==> src/include/tsa_pkg.sv <==
// Purpose: Shared constants and types for the time slot assigner
// Assumes: 100 MHz system clock samples every outside pin
// Notes:   Register offsets are APB byte addresses
package tsa_pkg;

   // ----------------------------------------------------------------
   // Register map
   // ----------------------------------------------------------------
   localparam logic [11:0] TSA_OFS_CTRL   = 12'h000;
   localparam logic [11:0] TSA_OFS_STATUS = 12'h004;
   localparam logic [11:0] TSA_OFS_SLOTS  = 12'h008;

   localparam int unsigned TSA_CTRL_PORT_EN_BIT = 0;
   localparam int unsigned TSA_CTRL_ABORT_BIT   = 1;
   localparam int unsigned TSA_SLOTS_RX_LSB     = 8;
   localparam int unsigned TSA_SLOTS_LINE_LSB   = 16;

   // ----------------------------------------------------------------
   // Reset values and counts
   // ----------------------------------------------------------------
   localparam logic        TSA_PORT_EN_RST = 1'b1;
   localparam logic        TSA_PD_RST      = 1'b1;
   localparam logic [5:0]  TSA_SLOT_RST    = 6'h00;
   localparam logic [2:0]  TSA_LINE_RST    = 3'h0;
   localparam logic [2:0]  TSA_WORD_LAST   = 3'h7;
   localparam logic [1:0]  TSA_ACK_LAST    = 2'h2;
   localparam logic [9:0]  TSA_POS_MAX     = 10'h3FF;
   localparam logic [9:0]  TSA_POS_ZERO    = 10'h000;

   // ----------------------------------------------------------------
   // Types
   // ----------------------------------------------------------------
   typedef enum logic [1:0] {
      TSA_MODE_BOTH = 2'b00,
      TSA_MODE_TX   = 2'b01,
      TSA_MODE_RX   = 2'b10,
      TSA_MODE_IDLE = 2'b11
   } tsa_mode_t;

   typedef enum logic [1:0] {
      TSA_ACK_IDLE = 2'b00,
      TSA_ACK_WAIT = 2'b01,
      TSA_ACK_LOW  = 2'b11
   } tsa_ack_t;

   typedef struct packed {
      logic [2:0] line_ctrl;
      logic [5:0] rx_slot;
      logic [5:0] tx_slot;
   } tsa_cfg_t;

   // Bit position inside the frame falls within the given slot
   function automatic logic tsa_slot_hit(input logic [9:0] pos, input logic [5:0] slot);
      tsa_slot_hit = (pos[9] == 1'b0) && (pos[8:3] == slot);
   endfunction : tsa_slot_hit

endpackage : tsa_pkg

==> src/hw/tsa_slot_assigner.sv <==
// Purpose: Time slot assigner for one per-channel codec
// Assumes: All pins except the APB ones are asynchronous to i_clk and pass two flops first
// Notes:   P_ADDRESSED selects the addressed or the single-select variant
//
// What this block does
// - Acknowledge low three data clocks after next tx frame sync, released next sync.
// - Addressed variant acknowledges only when the word address matched.
// - Acknowledge only pulls low, otherwise released to the pull-up.
// - Only rising frame sync edges matter; they fix where slot zero starts.
// - Data clock edge seeing the sync rise is the sign bit of slot zero.
// - Addressed variant times both directions from data clock A.
// - Single-select variant: tx on clock A, rx on clock B, unrelated clocks.
// - Each enable is high exactly eight data clocks, on a slot boundary.
// - Six slot bits count eight-clock slots from frame sync to enable.
// - Words arrive first bit first: mode, slot bits; line bits, address.
// - Unreceived or mismatched word loads nothing and changes no output.
// - Addressed modes: both, tx, rx, or idle with counters stopped.
// - Single-select modes: both, tx, rx with power up, or power down.
// - Every effect of an accepted word waits for the next tx frame sync.
// - Single-select variant: hook status keeps following the old tx slot while tx is disabled.
// - Eight bits shift into both words on falling serial clock with select high.
// - Addressed variant: last five select bits compare to the id pins; first three drive line bits.
// - Ring clear input forces line control bit two to zero.
// - Accepted data loads at frame sync; all units then become ready again.
//
// Implementation choices: the APB interface to the registers and the register addresses.
module tsa_slot_assigner
   import tsa_pkg::*;
#(
   parameter bit P_ADDRESSED = 1'b1
) (
   // Clock and reset
   input  wire logic        i_clk,
   input  wire logic        i_sys_rst,
   // APB slave
   input  wire logic        i_psel,
   input  wire logic        i_penable,
   input  wire logic        i_pwrite,
   input  wire logic [11:0] i_paddr,
   input  wire logic [31:0] i_pwdata,
   output logic             o_pready,
   output logic [31:0]      o_prdata,
   output logic             o_pslverr,
   // Serial programming port
   input  wire logic        i_serial_clk,
   input  wire logic        i_group_select,
   input  wire logic        i_slot_word_in,
   input  wire logic        i_select_word_in,
   input  wire logic [4:0]  i_hardwired_id,
   output logic             o_accept_ack_o,
   output logic             o_accept_ack_oe,
   // Frame timing
   input  wire logic        i_data_clock_a,
   input  wire logic        i_data_clock_b,
   input  wire logic        i_tx_frame_sync,
   input  wire logic        i_rx_frame_sync,
   output logic             o_tx_slot_enable,
   output logic             o_rx_slot_enable,
   // Supervision
   input  wire logic        i_ring_clear_input,
   input  wire logic        i_hook_sense_in,
   output logic [2:0]       o_line_control_bits,
   output logic             o_power_down_out,
   output logic             o_hook_status_out_o,
   output logic             o_hook_status_out_oe
);

   // ----------------------------------------------------------------
   // Pin synchronisers
   // ----------------------------------------------------------------
   localparam int unsigned NPIN = 15;
   logic [NPIN-1:0] pin_raw;
   logic [NPIN-1:0] pin_s1_reg;
   logic [NPIN-1:0] pin_s2_reg;
   logic [2:0]      edge_d_reg;

   assign pin_raw = {i_hardwired_id, i_hook_sense_in, i_ring_clear_input, i_rx_frame_sync,
                     i_tx_frame_sync, i_data_clock_b, i_data_clock_a, i_select_word_in,
                     i_slot_word_in, i_group_select, i_serial_clk};

   genvar gi;
   generate
      for (gi = 0; gi < NPIN; gi++) begin : g_sync
         always_ff @(posedge i_clk or posedge i_sys_rst) begin
            if (i_sys_rst) begin
               pin_s1_reg[gi] <= 1'b0;
               pin_s2_reg[gi] <= 1'b0;
            end else begin
               pin_s1_reg[gi] <= pin_raw[gi];
               pin_s2_reg[gi] <= pin_s1_reg[gi];
            end
         end
      end
   endgenerate

   logic       sclk_s, cs_s, sdi_s, sel_s, dca_s, dcb_s, fst_s, fsr_s, ring_s, hook_s;
   logic [4:0] id_s;
   assign {id_s, hook_s, ring_s, fsr_s, fst_s, dcb_s, dca_s, sel_s, sdi_s, cs_s, sclk_s} = pin_s2_reg;

   // Edges are taken from the second stage onward only
   always_ff @(posedge i_clk or posedge i_sys_rst) begin
      if (i_sys_rst) begin
         edge_d_reg <= 3'h0;
      end else begin
         edge_d_reg <= {dcb_s, dca_s, sclk_s};
      end
   end

   logic sclk_fall, dca_rise, dcb_rise, rx_dc_rise;
   assign sclk_fall  = edge_d_reg[0] & ~sclk_s;
   assign dca_rise   = ~edge_d_reg[1] & dca_s;
   assign dcb_rise   = ~edge_d_reg[2] & dcb_s;
   assign rx_dc_rise = P_ADDRESSED ? dca_rise : dcb_rise;

   // ----------------------------------------------------------------
   // Frame sync edges sampled on data clock rises
   // ----------------------------------------------------------------
   logic fst_prev_reg, fsr_prev_reg;
   logic tx_fs_start, rx_fs_start;
   logic rx_fs_level;

   assign rx_fs_level = fsr_s;
   assign tx_fs_start = dca_rise & fst_s & ~fst_prev_reg;
   assign rx_fs_start = rx_dc_rise & rx_fs_level & ~fsr_prev_reg;

   always_ff @(posedge i_clk or posedge i_sys_rst) begin
      if (i_sys_rst) begin
         fst_prev_reg <= 1'b0;
         fsr_prev_reg <= 1'b0;
      end else begin
         if (dca_rise) fst_prev_reg <= fst_s;
         if (rx_dc_rise) fsr_prev_reg <= rx_fs_level;
      end
   end

   // ----------------------------------------------------------------
   // Serial port
   // ----------------------------------------------------------------
   logic [7:0] slot_sh_reg, sel_sh_reg, slot_hold_reg, sel_hold_reg;
   logic [2:0] bit_cnt_reg;
   logic       pending_reg, port_en_reg, abort_wr;

   always_ff @(posedge i_clk or posedge i_sys_rst) begin
      if (i_sys_rst) begin
         slot_sh_reg   <= 8'h00;
         sel_sh_reg    <= 8'h00;
         slot_hold_reg <= 8'h00;
         sel_hold_reg  <= 8'h00;
         bit_cnt_reg   <= 3'h0;
      end else if (!cs_s || !port_en_reg) begin
         bit_cnt_reg <= 3'h0;                                          // Dropping select aborts a word
      end else if (sclk_fall) begin
         slot_sh_reg <= {slot_sh_reg[6:0], sdi_s};
         sel_sh_reg  <= {sel_sh_reg[6:0], sel_s};
         bit_cnt_reg <= bit_cnt_reg + 3'h1;
         if (bit_cnt_reg == TSA_WORD_LAST) begin
            slot_hold_reg <= {slot_sh_reg[6:0], sdi_s};
            sel_hold_reg  <= {sel_sh_reg[6:0], sel_s};
         end
      end
   end

   logic word_done;
   assign word_done = cs_s & port_en_reg & sclk_fall & (bit_cnt_reg == TSA_WORD_LAST);

   // A word finishing in the frame sync cycle stays pending; set beats clear
   always_ff @(posedge i_clk or posedge i_sys_rst) begin
      if (i_sys_rst) begin
         pending_reg <= 1'b0;
      end else if (word_done) begin
         pending_reg <= 1'b1;
      end else if (tx_fs_start || abort_wr) begin
         pending_reg <= 1'b0;
      end
   end

   // ----------------------------------------------------------------
   // Decode at transmit frame sync
   // ----------------------------------------------------------------
   tsa_mode_t mode;
   logic      id_match, accept;
   assign mode     = tsa_mode_t'(slot_hold_reg[7:6]);
   assign id_match = P_ADDRESSED ? (sel_hold_reg[4:0] == id_s) : 1'b1;
   assign accept   = tx_fs_start & pending_reg & id_match;

   tsa_cfg_t cfg_reg;
   logic     tx_on_reg, rx_on_reg, run_reg, pd_reg;
   logic     ld_tx, ld_rx;

   always_comb begin
      ld_tx = 1'b0;
      ld_rx = 1'b0;
      case (mode)
         TSA_MODE_BOTH: begin ld_tx = 1'b1; ld_rx = 1'b1; end
         TSA_MODE_TX:   ld_tx = 1'b1;
         TSA_MODE_RX:   ld_rx = 1'b1;
         default:       ;
      endcase
   end

   always_ff @(posedge i_clk or posedge i_sys_rst) begin
      if (i_sys_rst) begin
         cfg_reg   <= '{line_ctrl: TSA_LINE_RST, rx_slot: TSA_SLOT_RST, tx_slot: TSA_SLOT_RST};
         tx_on_reg <= 1'b0;
         rx_on_reg <= 1'b0;
         run_reg   <= 1'b0;
         pd_reg    <= TSA_PD_RST;
      end else begin
         if (accept) begin
            if (ld_tx) cfg_reg.tx_slot <= slot_hold_reg[5:0];
            if (ld_rx) cfg_reg.rx_slot <= slot_hold_reg[5:0];
            if (ld_tx || ld_rx) begin
               tx_on_reg <= tx_on_reg | ld_tx | (P_ADDRESSED & ld_rx & ld_tx);
               rx_on_reg <= rx_on_reg | ld_rx | (P_ADDRESSED & ld_tx);
               run_reg   <= 1'b1;
               pd_reg    <= 1'b1;
            end else begin
               tx_on_reg <= 1'b0;
               rx_on_reg <= P_ADDRESSED ? 1'b0 : rx_on_reg;
               run_reg   <= P_ADDRESSED ? 1'b0 : run_reg;              // Single variant keeps hook timing
               pd_reg    <= P_ADDRESSED ? pd_reg : 1'b0;
            end
            if (P_ADDRESSED) cfg_reg.line_ctrl <= sel_hold_reg[7:5];
         end
         if (ring_s) cfg_reg.line_ctrl[2] <= 1'b0;
      end
   end

   // ----------------------------------------------------------------
   // Slot counters and enables
   // ----------------------------------------------------------------
   logic [9:0] tx_pos_reg, rx_pos_reg, tx_pos_next, rx_pos_next;
   logic       tx_en_reg, rx_en_reg, hook_oe_reg;
   logic [5:0] tx_slot_next, rx_slot_next;
   logic       tx_on_next, rx_on_next, run_next;

   // Loads and enables share the frame sync edge so a new slot shows at once
   assign tx_slot_next = (accept && ld_tx) ? slot_hold_reg[5:0] : cfg_reg.tx_slot;
   assign rx_slot_next = (accept && ld_rx) ? slot_hold_reg[5:0] : cfg_reg.rx_slot;
   assign tx_on_next   = accept ? (ld_tx | (tx_on_reg & ld_rx)) : tx_on_reg;
   assign rx_on_next   = accept ? ((ld_tx | ld_rx) ? (rx_on_reg | ld_rx | P_ADDRESSED) :
                                   (!P_ADDRESSED & rx_on_reg)) : rx_on_reg;
   assign run_next     = accept ? ((ld_tx | ld_rx) | (!P_ADDRESSED & run_reg)) : run_reg;

   // Counters saturate so an over-long frame cannot wrap into a stale slot
   assign tx_pos_next = tx_fs_start ? TSA_POS_ZERO :
                        (tx_pos_reg == TSA_POS_MAX) ? tx_pos_reg : tx_pos_reg + 10'h001;
   assign rx_pos_next = rx_fs_start ? TSA_POS_ZERO :
                        (rx_pos_reg == TSA_POS_MAX) ? rx_pos_reg : rx_pos_reg + 10'h001;

   always_ff @(posedge i_clk or posedge i_sys_rst) begin
      if (i_sys_rst) begin
         tx_pos_reg  <= TSA_POS_MAX;
         tx_en_reg   <= 1'b0;
         hook_oe_reg <= 1'b0;
      end else if (dca_rise) begin
         tx_pos_reg  <= run_next ? tx_pos_next : TSA_POS_MAX;
         tx_en_reg   <= run_next & tx_on_next & tsa_slot_hit(tx_pos_next, tx_slot_next);
         hook_oe_reg <= !P_ADDRESSED & run_next & hook_s &
                        tsa_slot_hit(tx_pos_next, tx_slot_next);
      end
   end

   always_ff @(posedge i_clk or posedge i_sys_rst) begin
      if (i_sys_rst) begin
         rx_pos_reg <= TSA_POS_MAX;
         rx_en_reg  <= 1'b0;
      end else if (rx_dc_rise) begin
         rx_pos_reg <= run_next ? rx_pos_next : TSA_POS_MAX;
         rx_en_reg  <= run_next & rx_on_next & tsa_slot_hit(rx_pos_next, rx_slot_next);
      end
   end

   // ----------------------------------------------------------------
   // Acknowledge sequencing
   // ----------------------------------------------------------------
   tsa_ack_t   ack_state_reg;
   logic [1:0] ack_cnt_reg;

   always_ff @(posedge i_clk or posedge i_sys_rst) begin
      if (i_sys_rst) begin
         ack_state_reg <= TSA_ACK_IDLE;
         ack_cnt_reg   <= 2'h0;
      end else if (tx_fs_start) begin
         ack_state_reg <= accept ? TSA_ACK_WAIT : TSA_ACK_IDLE;
         ack_cnt_reg   <= 2'h0;
      end else if (dca_rise) begin
         case (ack_state_reg)
            TSA_ACK_WAIT: begin
               if (ack_cnt_reg == TSA_ACK_LAST) ack_state_reg <= TSA_ACK_LOW;
               ack_cnt_reg <= ack_cnt_reg + 2'h1;
            end
            TSA_ACK_LOW:  ack_state_reg <= TSA_ACK_LOW;
            TSA_ACK_IDLE: ack_state_reg <= TSA_ACK_IDLE;
            default:      ack_state_reg <= TSA_ACK_IDLE;
         endcase
      end
   end

   // ----------------------------------------------------------------
   // APB slave: zero wait, read data registered in the setup cycle
   // ----------------------------------------------------------------
   logic        setup, wr_acc;
   logic [31:0] rdata_reg;
   logic        slverr_reg;
   logic        mapped;

   assign setup    = i_psel & ~i_penable;
   assign wr_acc   = i_psel & i_penable & i_pwrite;
   assign mapped   = (i_paddr == TSA_OFS_CTRL) || (i_paddr == TSA_OFS_STATUS) || (i_paddr == TSA_OFS_SLOTS);
   assign abort_wr = wr_acc & (i_paddr == TSA_OFS_CTRL) & i_pwdata[TSA_CTRL_ABORT_BIT];

   always_ff @(posedge i_clk or posedge i_sys_rst) begin
      if (i_sys_rst) begin
         port_en_reg <= TSA_PORT_EN_RST;
      end else if (wr_acc && i_paddr == TSA_OFS_CTRL) begin
         port_en_reg <= i_pwdata[TSA_CTRL_PORT_EN_BIT];
      end
   end

   always_ff @(posedge i_clk or posedge i_sys_rst) begin
      if (i_sys_rst) begin
         rdata_reg  <= 32'h0000_0000;
         slverr_reg <= 1'b0;
      end else if (setup) begin
         slverr_reg <= ~mapped;
         rdata_reg  <= 32'h0000_0000;
         if (!i_pwrite) begin
            case (i_paddr)
               TSA_OFS_CTRL:   rdata_reg <= {31'h0000_0000, port_en_reg};
               TSA_OFS_STATUS: rdata_reg <= {25'h000_0000, ack_state_reg, pd_reg, run_reg,
                                             rx_on_reg, tx_on_reg, pending_reg};
               TSA_OFS_SLOTS:  rdata_reg <= {13'h0000, cfg_reg.line_ctrl, 2'h0, cfg_reg.rx_slot,
                                             2'h0, cfg_reg.tx_slot};
               default:        rdata_reg <= 32'h0000_0000;
            endcase
         end
      end
   end

   // ----------------------------------------------------------------
   // Outputs
   // ----------------------------------------------------------------
   assign o_pready             = 1'b1;
   assign o_prdata             = rdata_reg;
   assign o_pslverr            = slverr_reg & i_psel & i_penable;
   assign o_accept_ack_o       = 1'b0;
   assign o_accept_ack_oe      = (ack_state_reg == TSA_ACK_LOW);
   assign o_tx_slot_enable     = tx_en_reg;
   assign o_rx_slot_enable     = rx_en_reg;
   assign o_line_control_bits  = cfg_reg.line_ctrl;
   assign o_power_down_out     = pd_reg;
   assign o_hook_status_out_o  = 1'b0;
   assign o_hook_status_out_oe = hook_oe_reg;
endmodule : tsa_slot_assigner

==> config.mk <==
export PLATFORM = sky130hd
export DESIGN_NAME = tsa_slot_assigner
export DESIGN_NICKNAME = d
export VERILOG_FILES = /design/src/include/tsa_pkg.sv /design/src/hw/tsa_slot_assigner.sv
export SDC_FILE = /design/constraint.sdc
export NUM_CORES = 1
export LEC_CHECK = 0
export BUFFER_PORTS_ARGS = -buffer_cell sky130_fd_sc_hd__clkbuf_2
export CAP_MARGIN = 20
export CORE_MARGIN = 4
export CORE_UTILIZATION = 50
export CTS_CLUSTER_DIAMETER = 100
export CTS_CLUSTER_SIZE = 20
export DETAILED_ROUTE_END_ITERATION = 8
export GPL_TIMING_DRIVEN = 1
export PLACE_DENSITY = 0.84
export SETUP_SLACK_MARGIN = 0.3
export SLEW_MARGIN = 20
export SYNTH_ARGS = -nofsm -noshare
export SYNTH_HDL_FRONTEND = slang
export SYNTH_SLANG_ARGS = --single-unit
==> constraint.sdc <==
create_clock -name i_clk -period 4.49 [get_ports i_clk]
set_input_delay 0.898 -clock i_clk [delete_from_list [all_inputs] [get_ports i_clk]]
set_output_delay 0.898 -clock i_clk [all_outputs]
set_load 0.05 [all_outputs]
# Word-level counts from Yosys, hierarchy flattened
# Cells that the tools add are included.
[totals] register_bits=142 wordCells=176 ram_bits=0 mem_count=0 latchBits=0 romBits=0 inputBits=64 output_inout_bits=44
[classes] magnitude_cmp=0 n_div=0 muxes=35 bitwise_logic=39 n_mul=0 addsub=4 eq_ne=16 shift=0 reduce_logical=29
[op_table] op="$mux 10" count=6
[op_table] op="$pmux 19 s3" count=1
[op_table] op="$and 1x1->1" count=24
[op_table] op="$mux 6" count=4
[op_table] op="$add 10x1->10 const B" count=2
[op_table] op="$eq 10x10->1 const B" count=2
[op_table] op="$mux 19" count=1
[op_table] op="$mux 15" count=1
[op_table] op="$reduce_and 2->1" count=7
[op_table] op="$mux 1" count=13
[op_table] op="$eq 12x3->1 const B" count=1
[op_table] op="$eq 12x4->1 const B" count=1
[op_table] op="$eq 6x6->1" count=2
[op_table] op="$logic_not 12->1" count=1
[op_table] op="$mux 2" count=6
[op_table] op="$reduce_bool 2->1" count=5
[op_table] op="$ne 3x3->1 const B" count=3
[op_table] op="$not 1->1" count=9
[op_table] op="$eq 2x2->1 const B" count=3
[op_table] op="$mux 3" count=2
[op_table] op="$or 1x1->1" count=6
[op_table] op="$eq 5x5->1" count=1
[op_table] op="$logic_and 1x1->1" count=5
[op_table] op="$logic_or 1x1->1" count=5
[op_table] op="9 further kinds" count=12

# Depth between registers and ports, before layout
[logic_depth] word_depth=11 depth_mapped=9 mapped_depth_nobuf=8

# Least setup slack after synthesis
# Ideal clock, no wire load.
[synth_path] path_type="register to register" from="register edge_d_reg[1]" to="register rx_en_reg (netlist: o_rx_slot_enable)" setup_slack_ns=1.907 synth_period_minus_slack_ns=2.583 setup_ns=0.104 stages_incl_launch_ff=9 n_path_buf=1 t_arrival_ns=2.479 path_cell_list="dfrtp_1 and4bb_1 buf_4 nand4_4 nor3_4 mux2_2 xor2_1 or4_1 o41ai_2"
[synth_between] elab_chain_len=11
[synth_rtl] element="from (decl)" line="tsa_slot_assigner.sv:75" text="logic [2:0] edge_d_reg;"
[synth_rtl] element="from (signal assigned)" line="tsa_slot_assigner.sv:105" text="edge_d_reg <= {dcb_s, dca_s, sclk_s};"
[synth_rtl] element="$not 1->1 *" line="tsa_slot_assigner.sv:111" text="assign dca_rise = ~edge_d_reg[1] & dca_s;"
[synth_rtl] element="$and 1x1->1 *" line="tsa_slot_assigner.sv:111"
[synth_rtl] element="$and 1x1->1 (2 in series)" line="tsa_slot_assigner.sv:123" text="assign tx_fs_start = dca_rise & fst_s & ~fst_prev_reg;"
[synth_rtl] element="$and 1x1->1 (2 in series)" line="tsa_slot_assigner.sv:184" text="assign accept = tx_fs_start & pending_reg & id_match;"
[synth_rtl] element="$logic_and 1x1->1" line="tsa_slot_assigner.sv:239" text="assign rx_slot_next = (accept && ld_rx) ? slot_hold_reg[5:0] : cfg_reg.rx_slot;"
[synth_rtl] element="$mux 6" line="tsa_slot_assigner.sv:239"
[synth_rtl] element="$eq 6x6->1" line="tsa_pkg.sv:54" text="tsa_slot_hit = (pos[9] == 1'b0) && (pos[8:3] == slot);"
[synth_rtl] element="$logic_and 1x1->1" line="tsa_pkg.sv:54"
[synth_rtl] element="$and 1x1->1" line="tsa_slot_assigner.sv:270" text="rx_en_reg <= run_next & rx_on_next & tsa_slot_hit(rx_pos_next, rx_slot_next);"
[synth_rtl] element="to (signal assigned)" line="tsa_slot_assigner.sv:270"
[synth_rtl] element="to (decl)" line="tsa_slot_assigner.sv:233" text="logic tx_en_reg, rx_en_reg, hook_oe_reg;"
# Mark *: on every way between the ends. The rest lies on a longest branch, timed or not.
# A chain may end at the register's enable or synchronous reset.

# Final worst setup path
# Same ends and word-level chain as after synthesis.

==> impl_results.rst <==
.. list-table::
   :header-rows: 1

   * - Metric
     - Value
   * - Outcome
     - completed
   * - Met2 Routed Length
     - 5870 µm
   * - Layout fillers
     - 825
   * - Worst-path cell with the longest stage delay
     - or4_1
   * - Mapped Avg Cell Area
     - 11.7 µm²
   * - Overall Power
     - about 2.8 mW
   * - RSZ-0062 raised after global routing
     - false
   * - Share of the yosys chip area belonging to registers
     - about 58%
   * - Worst-case reg-to-reg path depth
     - 8
   * - Worst setup skew after layout
     - between 0.01 and 0.015 ns
   * - Worst Setup Path Type
     - reg2reg
   * - Global-route wire length before repair
     - roughly 19000 µm
   * - Clock transition at the register clock pins on the worst setup and hold paths after CTS
     - 0.05 ns
   * - CTS tree
     - yes
   * - Source of the worst hold timing path
     - pin_s1_reg[14]$_DFF_PP0_
   * - Main area contributors after synthesis
     - dfrtp_1 (48%), dfstp_2 (10%), mux2_2 (9.2%), buf_4 (3.4%), nand2_1 (3.2%)
   * - Clk_lat worst skew
     - between 0.5 and 0.6 ns
   * - Simple-gate share of the synthesized area
     - roughly 12%
   * - Summed area of non-filler cells in the final layout
     - 0.00640 mm²
   * - I/O Buffers
     - 54
   * - Met1 WL
     - 4660 µm
   * - DPL Wire Length
     - between 7000 and 8000 µm
   * - Pre-CTS setup slack
     - 0.904 ns
   * - Effective utilization at floorplan
     - 50.9%
   * - Synth Cell Area
     - 0.00552 mm²
   * - Io pins
     - roughly 110
   * - Number of global-route vias before repair
     - 3877
   * - Cell Pwr Density
     - ~440 mW/mm²
   * - Number of levels in the clock H-tree
     - 4
   * - Instance count of the mapped netlist
     - 470
   * - Clock period minus final worst setup slack
     - 3.61 ns
   * - GRT Overall Usage
     - 19.0%
   * - Number of detailed-routing iterations run before antenna repair
     - 6
   * - F_max
     - 0.277 GHz
   * - Overall die width
     - 113 µm
   * - Peak supply drop
     - 0.000232 V
   * - Max layer used
     - met4
   * - Final worst setup slack
     - 0.879 ns
   * - Residual DRC
     - 0
   * - Final weighted congestion in routability-driven placement
     - 0.825
   * - Synth area leader
     - dfrtp_1
   * - Height of the chip
     - 113 µm
   * - Total clock buffers created by CTS
     - 17
   * - Area of the core
     - about 0.011 mm²
   * - Data arrival time of the critical path
     - 4.02 ns
   * - Synthesis-to-finish area growth
     - 15.9%
   * - Pin count of the biggest net entering global routing
     - 127
   * - Max-slew violation count
     - 0
   * - Leading register cell type out of synthesis
     - dfrtp_1
   * - Average detailed-routed wire length per instance
     - between 15 and 20 µm
   * - P_leak
     - 3.08 nW
   * - Unique masters post-synth
     - 50
   * - FF+latch count, synth
     - around 130
   * - Cell Chain, Critical Path
     - and4bb_1, nand4_4, nor2_1, o21ai_1, inv_1, nand4_1, or4_1, o41ai_2
   * - Endpoint of the worst register-to-register path
     - o_rx_slot_enable$_DFFE_PP0N_
   * - Min-delay worst type
     - reg2reg
   * - Final worst-path cycle share
     - 80.4%
   * - Number of vias per cell after detailed routing
     - 5.70
   * - Placed Area
     - between 0.005 and 0.006 mm²
   * - Initial antenna violation count
     - 0
   * - # placed instances
     - 643
   * - Area share of fa/ha/maj cells after synthesis
     - 1.13%
   * - Total Wirelength
     - 11500 µm
   * - CP Launch Type
     - register
   * - Multiplexer share of the synthesized area
     - 10.2%
   * - Post-CTS setup-driven buffer insertion count
     - 0
   * - Number of nets in the finished design
     - 591
   * - Warnings from Yosys
     - 0
   * - Depth of the worst hold-timing path
     - 0
   * - Storage cell area
     - between 0.003 and 0.004 mm²
   * - Fraction of post-synthesis cell area in the top cell type by area
     - 47.6%
   * - Final number of hold-violating endpoints
     - 0
   * - Routed met3 length
     - between 700 and 800 µm
   * - Maximum cell stage delay along the critical path
     - 0.54 ns
   * - Clk root buf
     - clkbuf_8
   * - Final-layout setup total negative slack
     - 0 ns
   * - Launching element of the worst setup path
     - edge_d_reg[1]$_DFF_PP0_
   * - Final setup violation count
     - 0
   * - Reg-to-Reg Start
     - edge_d_reg[1]$_DFF_PP0_
   * - Cts repair resizes
     - 0
   * - Flip-flop count of the largest register, all copies and words added
     - 16
   * - Headroom to the max-slew limit
     - 34.1%
   * - Drt initial violations
     - 290
   * - Xor-xnor portion of the synthesized cell area
     - 4.13%
   * - Total area of multi-input combinational cells
     - 0.00214 mm²
   * - Clock Tree Buf Depth
     - 2
   * - Grt total ovfl
     - 0
   * - Largest family of logic cells by synthesized area
     - simple AND/OR/NAND/NOR gates
   * - Kind of end point of the critical path
     - register
   * - Most frequent cells in the layout
     - dfrtp_1 (105), clkbuf_2 (54), nand2_1 (47), mux2_2 (45), nor2_1 (26)
   * - Worst hold endpoint
     - id_s[4]$_DFF_PP0_
   * - Crit-path max FO
     - 14
   * - EDFF count, synth
     - 0
   * - Required time reported for the critical path endpoint
     - just under 5 ns
   * - Vias after detailed routing
     - around 3.8k
   * - R2r setup slk
     - 0.88 ns
   * - Die area
     - 0.0128 mm²
   * - Final core utilization
     - between 50% and 60%
   * - Antenna diodes
     - 0
   * - Number of standard-cell rows in the floorplan
     - 38
   * - Final hold slack
     - about 0.35 ns
   * - Number of clock sinks seen by CTS
     - 126
   * - Ratio of cells with drive above 1 in the final layout
     - 29.9%
   * - Number of cells in the finished layout apart from fillers
     - 675
   * - Quantity of hold-fixing buffers added after cts
     - 0
   * - Leading cell type in the layout, fill and taps excluded
     - dfrtp_1
   * - Number of antenna-violating nets in the routed design
     - 0
   * - Post-synthesis compound-gate area fraction
     - about a tenth
   * - Share of synthesized registers carrying an async set or reset
     - 100%
   * - Max_cap viols
     - 0
   * - Slew at the pin closest to its max-slew limit
     - about 0.99 ns
==> worst max-delay path by stage <==
stage / cells past startpoint / to
after floorplan: 8 / o_rx_slot_enable$_DFFE_PP0N_
after global placement: 8 / o_rx_slot_enable$_DFFE_PP0N_
after detailed placement: 8 / o_rx_slot_enable$_DFFE_PP0N_
after CTS: 8 / o_rx_slot_enable$_DFFE_PP0N_
after global routing: 8 / o_rx_slot_enable$_DFFE_PP0N_
final: 8 / o_rx_slot_enable$_DFFE_PP0N_
==> worst max-delay path, delay by kind of cell (launching register included) <==
kind | cells | cell delay (ns)
AO/OA/AOI/OAI | 2 | 0.74
buffers and inverters | 1 | 0.52
AND/OR/NAND/NOR | 5 | 1.85
flip-flops | 1 | 0.39
==> where the power goes <==
group | switching, mW | internal (mW)
Clock | 0.515 | 0.808
Combinational | 0.180 | 0.0856
Sequential | 0.0320 | 1.18
Total | 0.727 | 2.08
==> routing by layer <==
| metal | vias up | global-route usage [%] |
|---|---|---|
| li1 | 1729 | - |
| met2 | 186 | 33.0 |
| met3 | 24 | 5.29 |
| met4 | 0 | 7.69 |
| met5 | - | 0 |
| met1 | 1908 | 22.3 |
==> logic make-up (layout without fill, tap and decap cells) <==
logic type	after synthesis	in the layout
adder cells (fa/ha/maj)	5	5
AND/OR/NAND/NOR	131	131
other	2	21
AO/OA/AOI/OAI	82	82
buffers and inverters	48	94
flip-flops	126	126
multiplexers	50	50
XOR/XNOR	26	26
==> cell type report <==
cell class / count / area share [%]
flip-flops and latches: 126 / 49.7
multi-input cells: 315 / 33.4
clock buffers: 20 / 6.81
repair buffers: 57 / 4.77
well taps: 140 / 2.74
clock inverters: 12 / 2.19
inverters: 5 / 0.352
==> Yosys cell counts (2+ instances only) <==
library cell and n:
o21ai_0 24, buf_1 2, nor3b_1 3, inv_1 5
o211ai_1 3, xnor2_1 14, nor4_1 2, a22o_1 10
a21oi_1 12, conb_1 2, nor2b_1 5, mux2_2 45
xor2_1 12, nand2b_1 2, dfrtp_1 105, a22oi_1 4
nor2_1 26, a21o_1 3, dfstp_2 21, nand3b_1 2
buf_4 25, ha_1 5, nand3_1 13, a31oi_1 13
clkbuf_1 16, mux2i_1 4, nand4_1 10, nand2_1 47
and3_1 9, a211oi_1 4, and4_1 3
(Power assumes the default switching activity.)
